### src/scri_pkg.sv
// Purpose: constants and types for the script call, return and interrupt unit
// Assumes: one 200 MHz clock, async active-low reset
// Notes: instruction fields follow a two-word transfer-control layout
// What this block does
// - true call saves next address, jumps
// - single return slot, overwritten by calls
// - true return reloads pointer from slot
// - wait bit selects wait-for-phase form
// - transfer taken when result equals true bit
// - phase test compares held bus phase
// - data test compares first byte received
// - mask bits set are excluded from compare
// - phase and data combine, both must match
// - inverted forms negate every test kind
// - carry test stands alone
// - target role tests initiator ATN
// - relative option adds signed 24-bit displacement
// - true interrupt halts, raises irq when unmasked, stores vector
package scri_pkg;
	// Opcode field, word 0 bits 29:27
	localparam int OP_HI = 29;
	localparam int OP_LO = 27;
	localparam logic [2:0] OP_CALL = 3'h1;
	localparam logic [2:0] OP_RET = 3'h2;
	localparam logic [2:0] OP_INT = 3'h3;
	// Condition bits of word 0
	localparam int BIT_REL = 23;
	localparam int BIT_CARRY = 21;
	localparam int BIT_TRUE = 19;
	localparam int BIT_DATA = 18;
	localparam int BIT_PHASE = 17;
	localparam int BIT_WAIT = 16;
	localparam int PH_HI = 26;
	localparam int PH_LO = 24;
	localparam int MASK_HI = 15;
	localparam int MASK_LO = 8;
	localparam int DATA_HI = 7;
	localparam int DATA_LO = 0;
	localparam int DISP_HI = 23;
	localparam int DISP_W = 24;
	localparam logic [31:0] INSN_BYTES = 32'h0000_0008;
	localparam logic [31:0] ZERO32 = 32'h0000_0000;
	// APB map
	localparam logic [7:0] A_CTRL = 8'h00;
	localparam logic [7:0] A_STAT = 8'h04;
	localparam logic [7:0] A_MASK = 8'h08;
	localparam logic [7:0] A_VEC = 8'h0C;
	localparam logic [7:0] A_RET = 8'h10;
	localparam logic [7:0] A_PC = 8'h14;
	// Status and control layout
	localparam int ST_W = 3;
	localparam int EV_INT = 0;
	localparam int EV_CALL = 1;
	localparam int EV_RET = 2;
	localparam int CT_TARGET = 0;
	localparam int CT_RESUME = 1;
	typedef enum logic [1:0] {
		ST_IDLE = 2'b00,
		ST_WAITPH = 2'b01,
		ST_HALT = 2'b10
	} scri_state_e;
endpackage

### src/scri_cond_if.sv
// Purpose: carries condition inputs and result between the unit's modules
// Assumes: single clock
// Notes: purely combinational signals
`timescale 1ns/100ps
`default_nettype none
interface scri_cond_if;
	logic [31:0] insnWord;
	logic [2:0] busPhase;
	logic [7:0] firstByteReceived;
	logic carryFlag;
	logic atnSeen;
	logic targetRole;
	logic condTrue;
	modport eval (input insnWord, busPhase, firstByteReceived, carryFlag, atnSeen,
		targetRole, output condTrue);
	modport user (output insnWord, busPhase, firstByteReceived, carryFlag, atnSeen,
		targetRole, input condTrue);
endinterface
`default_nettype wire

### src/scri_cond_eval.sv
// Purpose: evaluates a transfer-control condition
// Assumes: inputs stable while the decoder evaluates
// Notes: combinational
`timescale 1ns/100ps
`default_nettype none
module scri_cond_eval (
	scri_cond_if.eval c
);
	logic phOk, dataOk, cmp, anyTest;
	logic [7:0] keep;
	always_comb begin
		keep = ~c.insnWord[scri_pkg::MASK_HI:scri_pkg::MASK_LO];
		phOk = c.insnWord[scri_pkg::PH_HI:scri_pkg::PH_LO] == c.busPhase;
		dataOk = ((c.insnWord[scri_pkg::DATA_HI:scri_pkg::DATA_LO] ^ c.firstByteReceived)
			& keep) == 8'h00;
		anyTest = c.insnWord[scri_pkg::BIT_CARRY] | c.insnWord[scri_pkg::BIT_PHASE]
			| c.insnWord[scri_pkg::BIT_DATA];
		if (c.insnWord[scri_pkg::BIT_CARRY]) begin
			cmp = c.carryFlag;
		end else begin
			cmp = 1'b1;
			if (c.insnWord[scri_pkg::BIT_PHASE]) begin
				// In target role the phase test becomes the ATN test
				cmp = c.targetRole ? c.atnSeen : phOk;
			end
			if (c.insnWord[scri_pkg::BIT_DATA]) begin
				cmp = cmp & dataOk;
			end
		end
		// Inverted form is the negation since compare equals true bit
		c.condTrue = anyTest ? (cmp == c.insnWord[scri_pkg::BIT_TRUE]) : 1'b1;
	end
endmodule
`default_nettype wire

### src/scri_unit.sv
// Purpose: call, return and halting interrupt execution with APB registers
// Assumes: instruction presented with insnValid, held until insnDone
// Notes: status bits clear on read; one interrupt level output
//
// The implementer's own choices: the address map and the APB slave port.
`timescale 1ns/100ps
`default_nettype none
module scri_unit (
	// Clock and reset
	input wire logic clk,
	input wire logic rst_n,
	// APB
	input wire logic psel,
	input wire logic penable,
	input wire logic pwrite,
	input wire logic [7:0] paddr,
	input wire logic [31:0] pwdata,
	output logic [31:0] prdata,
	output logic pready,
	output logic pslverr,
	// Instruction from fetch
	input wire logic insnValid,
	input wire logic [31:0] insnWord0,
	input wire logic [31:0] insnWord1,
	input wire logic [31:0] insnPc,
	output logic insnDone,
	// Fetch redirect
	output logic [31:0] fetchAddr,
	output logic fetchLoad,
	output logic halted,
	// Bus state
	input wire logic [2:0] busPhase,
	input wire logic phaseRequest,
	input wire logic atnIn,
	input wire logic [7:0] firstByteReceived,
	input wire logic carryFlag,
	// Interrupt
	output logic irq
);
	scri_cond_if cif ();
	scri_cond_eval u_eval (.c(cif));

	scri_pkg::scri_state_e state, next_state;
	logic [31:0] retAddr, next_retAddr;
	logic [31:0] vecReg, next_vecReg;
	logic [31:0] fetchAddr_q, next_fetchAddr;
	logic fetchLoad_q, next_fetchLoad;
	logic done_q, next_done;
	logic [scri_pkg::ST_W-1:0] stat, next_stat, maskReg, next_maskReg, ev;
	logic [1:0] ctrl, next_ctrl;
	logic [31:0] rd, next_rd;
	logic [2:0] op;
	logic [31:0] nextPc, target, disp;
	logic rdStat, apbWr, resume;

	assign cif.insnWord = insnWord0;
	assign cif.busPhase = busPhase;
	assign cif.firstByteReceived = firstByteReceived;
	assign cif.carryFlag = carryFlag;
	assign cif.atnSeen = atnIn;
	assign cif.targetRole = ctrl[scri_pkg::CT_TARGET];

	assign op = insnWord0[scri_pkg::OP_HI:scri_pkg::OP_LO];
	assign nextPc = insnPc + scri_pkg::INSN_BYTES;
	// Displacement is signed, sign extended to the pointer width
	assign disp = {{(32 - scri_pkg::DISP_W){insnWord1[scri_pkg::DISP_HI]}},
		insnWord1[scri_pkg::DISP_HI:0]};
	assign target = insnWord0[scri_pkg::BIT_REL] ? nextPc + disp : insnWord1;
	assign apbWr = psel & penable & pwrite;
	assign rdStat = psel & penable & ~pwrite & (paddr == scri_pkg::A_STAT);
	assign resume = apbWr & (paddr == scri_pkg::A_CTRL) & pwdata[scri_pkg::CT_RESUME];

	always_comb begin
		next_state = state;
		next_retAddr = retAddr;
		next_vecReg = vecReg;
		next_fetchAddr = fetchAddr_q;
		next_fetchLoad = 1'b0;
		next_done = 1'b0;
		ev = '0;
		case (state)
			scri_pkg::ST_IDLE: begin
				if (insnValid && !done_q) begin
					if (insnWord0[scri_pkg::BIT_WAIT] && !phaseRequest) begin
						next_state = scri_pkg::ST_WAITPH;
					end else begin
						next_done = 1'b1;
						if (cif.condTrue) begin
							case (op)
								scri_pkg::OP_CALL: begin
									next_retAddr = nextPc;
									next_fetchAddr = target;
									next_fetchLoad = 1'b1;
									ev[scri_pkg::EV_CALL] = 1'b1;
								end
								scri_pkg::OP_RET: begin
									next_fetchAddr = retAddr;
									next_fetchLoad = 1'b1;
									ev[scri_pkg::EV_RET] = 1'b1;
								end
								scri_pkg::OP_INT: begin
									next_vecReg = insnWord1;
									next_state = scri_pkg::ST_HALT;
									ev[scri_pkg::EV_INT] = 1'b1;
								end
								default: begin
									next_done = 1'b1;
								end
							endcase
						end
					end
				end
			end
			scri_pkg::ST_WAITPH: begin
				// Hold off evaluation until a fresh phase is requested
				if (phaseRequest) begin
					next_state = scri_pkg::ST_IDLE;
				end
			end
			scri_pkg::ST_HALT: begin
				if (resume) begin
					next_state = scri_pkg::ST_IDLE;
				end
			end
			default: begin
				next_state = scri_pkg::ST_IDLE;
			end
		endcase
	end

	always_comb begin
		next_ctrl = ctrl;
		next_maskReg = maskReg;
		if (apbWr && paddr == scri_pkg::A_CTRL) begin
			next_ctrl = {1'b0, pwdata[scri_pkg::CT_TARGET]};
		end
		if (apbWr && paddr == scri_pkg::A_MASK) begin
			next_maskReg = pwdata[scri_pkg::ST_W-1:0];
		end
		// Set wins over read-clear so no event is lost
		next_stat = (rdStat ? '0 : stat) | ev;
		case (paddr)
			scri_pkg::A_CTRL: next_rd = {30'h0, state == scri_pkg::ST_HALT,
				ctrl[scri_pkg::CT_TARGET]};
			scri_pkg::A_STAT: next_rd = {29'h0, stat};
			scri_pkg::A_MASK: next_rd = {29'h0, maskReg};
			scri_pkg::A_VEC: next_rd = vecReg;
			scri_pkg::A_RET: next_rd = retAddr;
			scri_pkg::A_PC: next_rd = fetchAddr_q;
			default: next_rd = scri_pkg::ZERO32;
		endcase
	end

	always_ff @(posedge clk or negedge rst_n) begin
		if (!rst_n) begin
			state <= scri_pkg::ST_IDLE;
			retAddr <= '0;
			vecReg <= '0;
			fetchAddr_q <= '0;
			fetchLoad_q <= 1'b0;
			done_q <= 1'b0;
			stat <= '0;
			maskReg <= '0;
			ctrl <= '0;
			rd <= '0;
		end else begin
			state <= next_state;
			retAddr <= next_retAddr;
			vecReg <= next_vecReg;
			fetchAddr_q <= next_fetchAddr;
			fetchLoad_q <= next_fetchLoad;
			done_q <= next_done;
			stat <= next_stat;
			maskReg <= next_maskReg;
			ctrl <= next_ctrl;
			rd <= next_rd;
		end
	end

	assign prdata = rd;
	// Zero wait states; read data sampled from the setup cycle address
	assign pready = 1'b1;
	assign pslverr = 1'b0;
	assign insnDone = done_q;
	assign fetchAddr = fetchAddr_q;
	assign fetchLoad = fetchLoad_q;
	assign halted = state == scri_pkg::ST_HALT;
	assign irq = |(stat & maskReg);
endmodule
`default_nettype wire

### config.mk
export PLATFORM = sky130hd
export DESIGN_NAME = scri_unit
export DESIGN_NICKNAME = d
export VERILOG_FILES = /design/src/scri_pkg.sv /design/src/scri_cond_if.sv /design/src/scri_cond_eval.sv /design/src/scri_unit.sv
export SDC_FILE = /design/constraint.sdc
export NUM_CORES = 1
export LEC_CHECK = 0
export BUFFER_PORTS_ARGS = -buffer_cell sky130_fd_sc_hd__buf_2
export CORE_MARGIN = 4
export CORE_UTILIZATION = 25
export DETAILED_ROUTE_END_ITERATION = 16
export GPL_TIMING_DRIVEN = 0
export PLACE_DENSITY = 0.53
export SYNTH_ARGS = -nofsm -noshare
export SYNTH_HDL_FRONTEND = slang
export SYNTH_SLANG_ARGS = --single-unit
### constraint.sdc
create_clock -name clk -period 4.3 [get_ports clk]
set_input_delay 1.075 -clock clk [delete_from_list [all_inputs] [get_ports clk]]
set_output_delay 1.075 -clock clk [all_outputs]
set_load 0.02 [all_outputs]
=== Word-level counts from Yosys, hierarchy flattened ===
Index checks and enable logic that the tools add are counted.

* Add/sub/neg operators: 2
* Equal/unequal tests: 17
* Mux-type cells: 32
* Bitwise gates (word level): 16
* Reduce and logical (&&, ||, !) cells: 16

{| class="wikitable"
|+ Operator list
! kind !! number
|-
| $pmux W32 S6 || 1
|-
| $pmux W32 S2 || 1
|-
| $add A32 B32 Y32 || 1
|-
| $add A32 B4 Y32 const B || 1
|-
| $mux W32 || 1
|-
| $reduce_and A5 Y1 || 4
|-
| $mux W1 || 17
|-
| $eq A8 B4 Y1 const B || 2
|-
| $eq A8 B5 Y1 const B || 2
|-
| $logic_not A8 Y1 || 2
|-
| $mux W3 || 5
|-
| $mux W2 || 6
|-
| $and A8 B8 Y8 || 1
|-
| $eq A8 B3 Y1 const B || 1
|-
| $not A8 Y8 || 1
|-
| $xor A8 B8 Y8 || 1
|-
| $and A1 B1 Y1 || 7
|-
| $eq A3 B2 Y1 const B || 2
|-
| $pmux W2 S3 || 1
|-
| $logic_and A1 B1 Y1 || 4
|-
| $ne A2 B2 Y1 const B || 2
|-
| $and A3 B3 Y3 || 1
|-
| $eq A3 B1 Y1 const B || 1
|-
| $eq A3 B3 Y1 || 1
|-
| 14 further kinds || 17
|}

* Register bits after elaboration: 139
* Input bits: 156
* Output and inout bits: 70
* Logic and storage cells: 93

=== Depth between registers and ports, before layout ===
Gate-level depths: netlist of run 1.

* Depth after elaboration: 14
* Mapped depth: 17
* Gate-level depth less buffers: 16

=== Modules after synthesis ===
From an unflattened synthesis of run 1, not the netlist that was laid out.

* Cells, all modules: 879
* Area, all modules: 8473.1 sq um

{| class="wikitable"
|+ By module, submodules not included
! module !! times used !! cells each !! area each (sq um)
|-
| scri_unit || 1 || 852 || 8259.2
|-
| scri_cond_eval || 1 || 27 || 214.0
|}

=== Worst setup path after synthesis of run 1 ===
No wires, ideal clock.

* Path type: input to register
* From: input port insnPc[10]
* To: register fetchAddr_q[30] (netlist: fetchAddr[30])
* Data arrival time: 3.904 ns
* Required time: 4.160 ns
* Setup slack: 0.256 ns
* Stages on the path: 14
* Cells stage by stage: nand4_1 > or3_1 > or2_2 > xnor2_1 > ha_1 > clkbuf_1 > a21o_1 > a21oi_1 > o211ai_1 > a31o_2 > a41o_1 > a211oi_1 > xor2_1 > a31oi_1

* Cells in the longest elaborated chain, start to end: 4

{| class="wikitable"
|+ Ends and longest elaborated chain
! element !! line !! source
|-
| start: declaration || scri_unit.sv:25 || <nowiki>input wire logic [31:0] insnPc,</nowiki>
|-
| $add A32 B4 Y32 || scri_unit.sv:64 || <nowiki>assign nextPc = insnPc + scri_pkg::INSN_BYTES;</nowiki>
|-
| named net nextPc[19] || scri_unit.sv:53 || <nowiki>logic [31:0] nextPc, target, disp;</nowiki>
|-
| $add A32 B32 Y32 || scri_unit.sv:68 || <nowiki>assign target = insnWord0[scri_pkg::BIT_REL] ? nextPc + disp : insnWord1;</nowiki>
|-
| $mux W32 || scri_unit.sv:68 ||
|-
| $pmux W32 S2 || scri_unit.sv:89 || <nowiki>case (op)</nowiki>
|-
| end signal: assignment || scri_unit.sv:170 || <nowiki>fetchAddr_q <= next_fetchAddr;</nowiki>
|-
| end: declaration || scri_unit.sv:46 || <nowiki>logic [31:0] fetchAddr_q, next_fetchAddr;</nowiki>
|}

The timed path passes the listed nets, and every way through them passes these cells.
A chain may end at the register's enable or synchronous reset.

=== Final worst setup path of run 1 ===
* From: input port insnPc[3]
* To: register fetchAddr_q[30] (netlist: fetchAddr[30])

Same word-level chain as after synthesis.

==> results.yml, run 1 <==
route:
  postRouteAntennaNets: 0
  dr.pass1.iters: 5
  route.detailed.drc: 0
  initialDrtViolationCount: 521
  drt-total-wl_um: 34700
  via_per_inst: 5.00
  vias: 8172
  post_drt_wl_per_cell_um: 21.3
sta:
  slew_viol_final: 0
  tightest_slew_ps: 1280
  finalCriticalPeriod_ps: 4160
  rsz0062_at_grt: "true"
  clock.fmax_mhz: 240
  fin_ws_ps: 139
  setup_viol: 0
  hold_violations: 0
  finalCritPeriodShare: 0.968
  finalClockSkew_ps: 7.07
  slew_headroom: 0.143
critical_path:
  r2r-start: "ctrl[0]"
  crit_required_ps: 4570
  start_kind: "primary input"
  worstSetupPathType: "in -> reg"
  worst_r2r_path_depth: 8
  crit_arrival_ps: 4430
  rrSetupSlack_ps: 1740
  cp-end-kind: "flop"
  critPathMaxFanout: 9
  r2r-end: "fetchAddr[24]"
yosys:
  syn_area_um2: 8870
  yosysWarnings: 0
  yosysUniqueCellTypes: 72
  yosysTopAreaCell: "dfrtp_1"
  synthDominantCellAreaShare: 0.392
  synth_edf_count: 0
  ys_top_cells_by_area: "dfrtp_1, mux2_2, nand2_1, ha_1, o21ai_0"
  syn_nets: 1147
  ys_seq_elements: 139
  synthTopCellsByCount: "dfrtp_1, nand2_1, o21ai_0"
  synth_most_common_cell: "dfrtp_1"
  synth_area_per_cell_um2: 9.30
  ys.flop_type: "dfrtp_1"
  async_reset_ff_frac: 1.00
  seq_area_frac_synth: 0.392
  synth_cells: 954
cts:
  insertion_delay_ps: 430
  htree_levels: 4
  cts_tree: "done"
  hold_buffers: 0
  cts_root_buf: "clkbuf_16"
  cts-buffers-inserted: 17
  clockBufferDepth: 2
  numClockSinks: 139
  path_clk_slew_ps: 60
global_route:
  grt_remaining_overflow: 0
  antenna_found_initial: 8
  grt_max_degree: 88
  grt_pass1_vias: 8429
  grtUsageTotal: 0.178
  grt_pass1_wl_um: 52300
floorplan:
  rows: 68
  fp.dieW_um: 196
  start_util: 0.255
  boundaryPins: 226
  die_y_um: 196
  die_area_um2: 38600
  core_um2: 34800
finish:
  syn_to_final_growth_pct: 25.5
  drive_gt1_frac: 0.284
  utilization: 0.320
  final_nets: 1356
power:
  powerDensity_nw_per_um2: 452
  switching_share: 0.346
  p_leak_nw: 5.09
  seqPwrFrac: 0.403
  p_int_w: 0.00329
  combPwrFrac: 0.286
  finalPower_w: 0.00503
  ir_drop_mv: 0.283
  power.switching_w: 0.00174
  clockPowerShare: 0.310
placement:
  hpwl_um: 26500
  gp_congestion: 0.930
  dpl_worst_slack_ps: -744
  portBuffers: 187
worst_hold_path:
  hp-start: "state[1]"
  hold_class: "reg -> reg"
  hold_depth: 1
  hold_end: "state[0]"
flow_run:
  maxCapViolCount: 0
run_status:
  status: "finished clean"
[metrics by stage]
step | cell area (um^2) | hold WS [ps] | cells | TNS, ps
finish | 11100 | 458 | 1633 | 0
global route | 11100 | 486 | 1633 | -102
CTS | 11000 | 460 | 1629 | 0
detailed placement | 10400 | 452 | 1597 | -5830
global placement | 10400 | 446 | 1596 | -9360
floorplan | 8870 | 424 | 954 | 0
[cell usage in the layout, fill, tap and decap left out, types with 17 or more instances in the layout]
master	Yosys	final
o21ai_0	73	72
nand2_1	124	124
a22o_1	31	31
xnor2_1	39	37
dfrtp_1	139	139
buf_2	10	196
ha_1	36	34
nand3_1	25	24
xor2_1	19	19
a21oi_1	51	50
clkbuf_16	0	17
clkbuf_1	32	33
mux2_2	57	57
nor2_1	65	65
[how the worst max path moves through the flow]
| stage | endpoint | from |
|---|---|---|
| 2_1_floorplan | fetchAddr[30] | insnPc[10] |
| 3_3_place_gp | fetchAddr[27] | insnPc[10] |
| 3_5_place_dp | fetchAddr[27] | insnPc[10] |
| 4_1_cts | fetchAddr[28] | insnPc[3] |
| 5_1_grt | fetchAddr[27] | insnPc[10] |
| 6_report | fetchAddr[30] | insnPc[3] |
[power groups by stage]
stage / Combinational, W / Clock, W / Sequential (W)
CTS: 0.00145 / 0.00159 / 0.00203
detailed placement: 0.00143 / 0 / 0.00205
global route: 0.00159 / 0.00164 / 0.00208
global placement: 0.00142 / 0 / 0.00203
floorplan: 0.000759 / 0 / 0.00214
finish: 0.00144 / 0.00156 / 0.00203
[sequential cells by signal, indices dropped and copies added, names as in the netlist]
name and cells:
prdata 32, insnDone 1, ctrl 1, vecReg 32
fetchAddr 32, fetchLoad 1, maskReg 3, state 2
stat 3, retAddr 32
[critical path: stages]
cell and delay, ps:
buf_2 140, ha_1 190, and3_2 300, nand3_2 150
or2_2 340, xnor2_1 220, ha_2 380, a21o_1 180
a21oi_1 200, o211ai_1 140, a31o_2 250, a41o_1 300
a211oi_2 240, xor2_1 190, a31oi_1 100
[routing by layer]
layer,wire [um],global-route usage,part of all wire,vias up
met2,16200,0.293,0.47,278
met4,642,0.0453,0.018,12
met5,49,0,0.0014,-
li1,-,-,-,3883
met1,15500,0.233,0.44,3949
met3,2360,0.0467,0.068,50
[logic make-up (layout without fill, tap and decap cells)]
kind of cell / after synthesis / count (layout) / share of synthesized area
flip-flops: 139 / 139 / 0.392
AO/OA/AOI/OAI: 263 / 263 / 0.195
adder cells (fa/ha/maj): 37 / 37 / 0.0530
XOR/XNOR: 58 / 58 / 0.0573
other: 2 / 4 / 0.000847
multiplexers: 74 / 74 / 0.0995
buffers and inverters: 69 / 291 / 0.0357
AND/OR/NAND/NOR: 312 / 312 / 0.167
[layout make-up]
| type | count | area [um^2] |
|---|---|---|
| Sequential cell | 139 | 3480 |
| Inverter | 15 | 56.3 |
| Tap cell | 455 | 569 |
| Buffer | 52 | 253 |
| Fill cell | 3677 | 23700 |
| Timing Repair Buffer | 192 | 1000 |
| Multi-Input combinational cell | 746 | 5170 |
| Clock inverter | 10 | 140 |
| Antenna cell | 2 | 5.00 |
| Clock buffer | 22 | 464 |
[what timing repair did]
action                                  CTS  global route
setup buffers                             0             4
gates resized for setup                   6            14
endpoints found under the setup margin    5            10
pin swaps                                 0             3
No activity file was read; power rests on OpenSTA's default activity.
==> inputs of run 2 (changes only) <==
--- a/config.mk
+++ b/config.mk
@@ -8,9 +8,9 @@
 export BUFFER_PORTS_ARGS = -buffer_cell sky130_fd_sc_hd__buf_2
 export CORE_MARGIN = 4
 export CORE_UTILIZATION = 25
+export CTS_BUF_LIST = sky130_fd_sc_hd__clkbuf_16
 export DETAILED_ROUTE_END_ITERATION = 16
 export GPL_TIMING_DRIVEN = 0
-export PLACE_DENSITY = 0.53
 export SYNTH_ARGS = -nofsm -noshare
 export SYNTH_HDL_FRONTEND = slang
 export SYNTH_SLANG_ARGS = --single-unit
==> run 2 against run 1 <==
Against the previous run:
- sequential power about the same
- via count grew 1.7%
- sequential cell count stayed put
- critical path depth did not move
- global-route usage fell by 0.41 points
- worst hold slack got worse by 4.7 ps
- non-clock buffer count is 3 higher
==> results.yml, run 2 (same netlist as run 1, synthesis figures left out) <==
finish:
  fill_cells: 3605
  syn_to_final_growth_pct: 25.0
  fin_area_um2: 11100
  final_nets: 1359
  final_cell_count_no_fill: 1639
  seq_area_um2: 3480
  drive_gt1_frac: 0.280
  mostFrequentLayoutCells: "buf_2, dfrtp_1, nand2_1"
  final_common_cell: "buf_2"
  multi_input_area_um2: 5150
placement:
  gp_congestion: 0.897
  portBuffers: 187
  placed_area_um2: 10400
  dpl_worst_slack_ps: -576
  hpwl_um: 26000
  dpl.cell_count: 1597
route:
  via_per_inst: 5.07
  dr.pass1.iters: 6
  postRouteAntennaNets: 0
  route.detailed.drc: 0
  initialDrtViolationCount: 615
  vias: 8309
  post_drt_wl_per_cell_um: 20.9
  drt-total-wl_um: 34200
cts:
  numClockSinks: 139
  htree_levels: 4
  insertion_delay_ps: 430
  cts_root_buf: "clkbuf_16"
  cts_tree: "done"
  clockBufferDepth: 2
  cts-buffers-inserted: 17
  path_clk_slew_ps: 60
sta:
  tns_ps: 0
  timing.hold.ws_ps: 453
  finalCriticalPeriod_ps: 4140
  slew_viol_final: 0
  finalCritPeriodShare: 0.962
  tightest_slew_ps: 1160
  slew_headroom: 0.226
  hold_violations: 0
  rsz0062_at_grt: "true"
  fin_ws_ps: 164
  finalClockSkew_ps: 13.5
  clock.fmax_mhz: 242
  setup_viol: 0
flow_run:
  maxCapViolCount: 0
global_route:
  grt_pass1_wl_um: 51400
  grtUsageTotal: 0.173
  antenna_found_initial: 13
  grt_pass1_vias: 8297
  grt_max_degree: 79
  grt_remaining_overflow: 0
critical_path:
  worstSetupPathType: "in -> reg"
  crit_cells: 15
  worst_r2r_path_depth: 8
  cp-end-kind: "flop"
  crit_arrival_ps: 4490
  cp_num_buf_inv: 1
  crit_required_ps: 4650
  cp_cell_sequence: "buf_2 -> nand4_1 -> or3_4 -> nor2_1 -> and2_1 -> nand2_1 -> xnor2_2 -> ha_2 -> a21o_1 -> a21o_1 -> a221o_1 -> o31ai_4 -> xnor2_1 -> o21ai_0 -> a2bb2oi_1"
  cpMostUsedCell: "a21o_1"
  slowest_stage: "or3_4"
  start_kind: "primary input"
  critPathMaxFanout: 6
  cp_top_family: "compound AO/OA/AOI/OAI gates"
  slowest_delay_ps: 460
run_status:
  status: "finished clean"
floorplan:
  start_util: 0.255
  rows: 68
  die_area_um2: 38600
  fp.dieW_um: 196
  core_um2: 34800
  boundaryPins: 226
  die_y_um: 196
worst_hold_path:
  hold_class: "reg -> reg"
  hold_depth: 1
power:
  powerDensity_nw_per_um2: 441
  p_leak_nw: 5.07
  ir_drop_mv: 0.261
## run 2: cell types whose count changed in the layout (fill, tap and decap cells not counted), moves of 2 or more
| cell | delta |
|---|---|
| diode_2 | +5 |
| clkinvlp_4 | -2 |
| clkbuf_8 | -2 |
| a21oi_1 | -2 |
| a21oi_2 | +3 |
| clkbuf_1 | -2 |
| buf_4 | +2 |
| inv_1 | +3 |
| clkinv_1 | +3 |
## run 2: through the flow
| step | power [W] | utilization |
|---|---|---|
| 6_report | 0.00489 | 0.318 |
| 4_1_cts | 0.00492 | 0.315 |
| 3_3_place_gp | 0.00345 | 0.298 |
| 2_1_floorplan | 0.00290 | - |
| 5_1_grt | 0.00516 | 0.318 |
| 3_5_place_dp | 0.00349 | 0.299 |
## run 2: power by group
| group | switching [W] | internal (W) | total, W | leakage [nW] |
|---|---|---|---|---|
| clock network | 0.000578 | 0.000831 | 0.00141 | 0.274 |
| logic | 0.000823 | 0.000630 | 0.00145 | 3.01 |
| registers | 0.000310 | 0.00172 | 0.00203 | 1.78 |
## run 2: area by class of cell
type                    count  area share
plain buffers              53      0.0231
repair buffers            194      0.0916
inverters                  15     0.00508
multi-input cells         746       0.465
flip-flops and latches    139       0.314
diodes                      7     0.00158
well taps                 455      0.0514
clock buffers              17      0.0384
clock inverters            13      0.0103
## run 2: timing repair
| item | 4_1_cts | 5_1_grt |
|---|---|---|
| hold buffers | 0 | 0 |
| gates resized for setup | 4 | 13 |
| buffers inserted | 0 | 6 |
| endpoints found under the setup margin | 3 | 9 |
| pin swaps | 0 | 5 |
## run 2: worst paths after layout
kind | end | start | slack [ps]
min | state[0] | state[1] | 450
min reg2reg | state[0] | state[1] | 450
max reg2reg | fetchAddr[24] | ctrl[0] | 1820
max in group asynchronous | vecReg[24] | rst_n | 2850
max | fetchAddr[27] | insnPc[10] | 160
min in group asynchronous | prdata[8] | rst_n | 630
## run 2: routing by layer
| layer | track usage | routed length [um] |
|---|---|---|
| met3 | 0.0468 | 2610 |
| met1 | 0.225 | 14700 |
| met4 | 0.0445 | 602 |
| met5 | 0 | 57 |
| met2 | 0.287 | 16200 |
==> inputs of run 3 (changes only) <==
--- a/config.mk
+++ b/config.mk
@@ -6,11 +6,13 @@
 export NUM_CORES = 1
 export LEC_CHECK = 0
 export BUFFER_PORTS_ARGS = -buffer_cell sky130_fd_sc_hd__buf_2
+export CAP_MARGIN = 5
 export CORE_MARGIN = 4
 export CORE_UTILIZATION = 25
 export CTS_BUF_LIST = sky130_fd_sc_hd__clkbuf_16
 export DETAILED_ROUTE_END_ITERATION = 16
 export GPL_TIMING_DRIVEN = 0
+export MAX_ROUTING_LAYER = met4
 export SYNTH_ARGS = -nofsm -noshare
 export SYNTH_HDL_FRONTEND = slang
 export SYNTH_SLANG_ARGS = --single-unit
==> run 3 against run 2 <==
Against the previous run:
- power increased by 1.8%
- first-iteration DRC count increased by 9.8%
- die area unchanged
- largest cell class unchanged
- sequential power about the same
- sequential cell count unchanged
- register-to-register slack got worse by 100 ps
- maximum frequency decreased by 0.46%
- utilization decreased by 0.054 points
- clock skew about the same
- highest routed layer is now met4
- worst setup slack got worse by 19 ps
==> results.yml, run 3 (same netlist as run 1, synthesis figures left out) <==
run_status:
  status: "finished clean"
cts:
  clockBufferDepth: 2
  path_clk_slew_ps: 60
  cts-buffers-inserted: 17
  cts_root_buf: "clkbuf_16"
  cts_tree: "done"
  htree_levels: 4
  insertion_delay_ps: 440
  numClockSinks: 139
sta:
  timing.hold.ws_ps: 468
  hold_violations: 0
  tightest_slew_ps: 1120
  slew_viol_final: 0
  finalCritPeriodShare: 0.966
  setup_viol: 0
  finalCriticalPeriod_ps: 4160
  slew_headroom: 0.253
  clock.fmax_mhz: 241
  fin_ws_ps: 145
  rsz0062_at_grt: "true"
  finalClockSkew_ps: 13.0
floorplan:
  boundaryPins: 226
  fp.dieW_um: 196
  start_util: 0.255
  rows: 68
  die_area_um2: 38600
  core_um2: 34800
  die_y_um: 196
global_route:
  grt_pass1_wl_um: 51800
  grtUsageTotal: 0.182
  grt_pass1_vias: 8311
  grt_max_degree: 79
  antenna_found_initial: 12
  grt_remaining_overflow: 0
finish:
  drive_gt1_frac: 0.275
  final_nets: 1355
  mostFrequentLayoutCells: "buf_2, dfrtp_1, nand2_1"
  syn_to_final_growth_pct: 24.7
  fin_area_um2: 11100
  final_common_cell: "buf_2"
critical_path:
  cpMostUsedCell: "a21o_1"
  cp_top_family: "compound AO/OA/AOI/OAI gates"
  cp_cell_sequence: "buf_2 -> nand4_1 -> or3_4 -> nor2_1 -> and2_1 -> nand2_1 -> xnor2_2 -> ha_1 -> a21o_1 -> a21o_1 -> a221o_1 -> o31ai_2 -> xnor2_1 -> o21ai_0 -> a2bb2oi_1"
  slowest_delay_ps: 460
  start_kind: "primary input"
  crit_arrival_ps: 4510
  cp-end-kind: "flop"
  cp_num_buf_inv: 1
  slowest_stage: "or3_4"
  crit_required_ps: 4660
  critPathMaxFanout: 6
  worstSetupPathType: "in -> reg"
route:
  vias: 8349
  initialDrtViolationCount: 675
  route.detailed.drc: 0
  dr.pass1.iters: 5
  drt-total-wl_um: 35000
  postRouteAntennaNets: 0
  post_drt_wl_per_cell_um: 21.3
  via_per_inst: 5.09
placement:
  portBuffers: 187
  dpl_worst_slack_ps: -589
  hpwl_um: 26300
  placed_area_um2: 10400
  gp_congestion: 0.928
power:
  ir_drop_mv: 0.277
  powerDensity_nw_per_um2: 450
  p_leak_nw: 5.06
worst_hold_path:
  hold_class: "reg -> reg"
flow_run:
  maxCapViolCount: 0
-- run 3: path summary, 6_finish.rpt --
check	startpoint	end	slack, ps	cells after the start
setup / recovery	insnPc[11]	fetchAddr[27]	140	15
hold / removal	state[1]	state[0]	470	1
max in group asynchronous	rst_n	prdata[25]	2870	2
min in group asynchronous	rst_n	prdata[8]	610	1
setup reg to reg	ctrl[0]	fetchAddr[18]	1720	8
hold reg to reg	state[1]	state[0]	470	1
-- run 3: what timing repair did --
action	CTS	global route
pin swaps	0	4
hold buffers	0	0
endpoints found under the setup margin	4	8
gates resized for setup	4	8
setup buffers	0	3
-- run 3: routing by layer --
| metal | GRT usage | wire length, um |
|---|---|---|
| met3 | 0.0492 | 2900 |
| met2 | 0.292 | 16500 |
| met1 | 0.226 | 14900 |
| met4 | 0.0525 | 703 |
| met5 | - | 0 |
-- run 3: metrics by stage --
step | total power (W) | setup TNS, ps | util | cells
final | 0.00498 | 0 | 0.318 | 1640
after global routing | 0.00524 | -24.8 | 0.318 | 1639
after CTS | 0.00500 | 0 | 0.316 | 1627
after detailed placement | 0.00349 | -4040 | 0.299 | 1597
after global placement | 0.00345 | -4110 | 0.298 | 1596
after floorplan | 0.00290 | 0 | - | 954
-- run 3: report_power, final --
group          switching, W  internal, W  leakage [nW]
Sequential         0.000321      0.00172          1.78
Combinational      0.000820     0.000628          2.99
Clock              0.000600     0.000890         0.283
Total               0.00174      0.00323          5.06
-- run 3: worst register-to-register path, stage by stage, from the launching register on --
cell	delay, ps
dfrtp_1	420
nor4_1	320
o31ai_1	150
or4_4	450
nand4_4	160
buf_2	370
buf_2	430
nand2_1	110
o31ai_1	80
-- run 3: cell type report --
type	count	area, um^2
Antenna cell	12	30.0
Buffer	52	253
Clock buffer	17	425
Clock inverter	13	136
Fill cell	3681	23700
Inverter	15	56.3
Multi-Input combinational cell	746	5120
Sequential cell	139	3480
Tap cell	455	569
Timing Repair Buffer	191	992
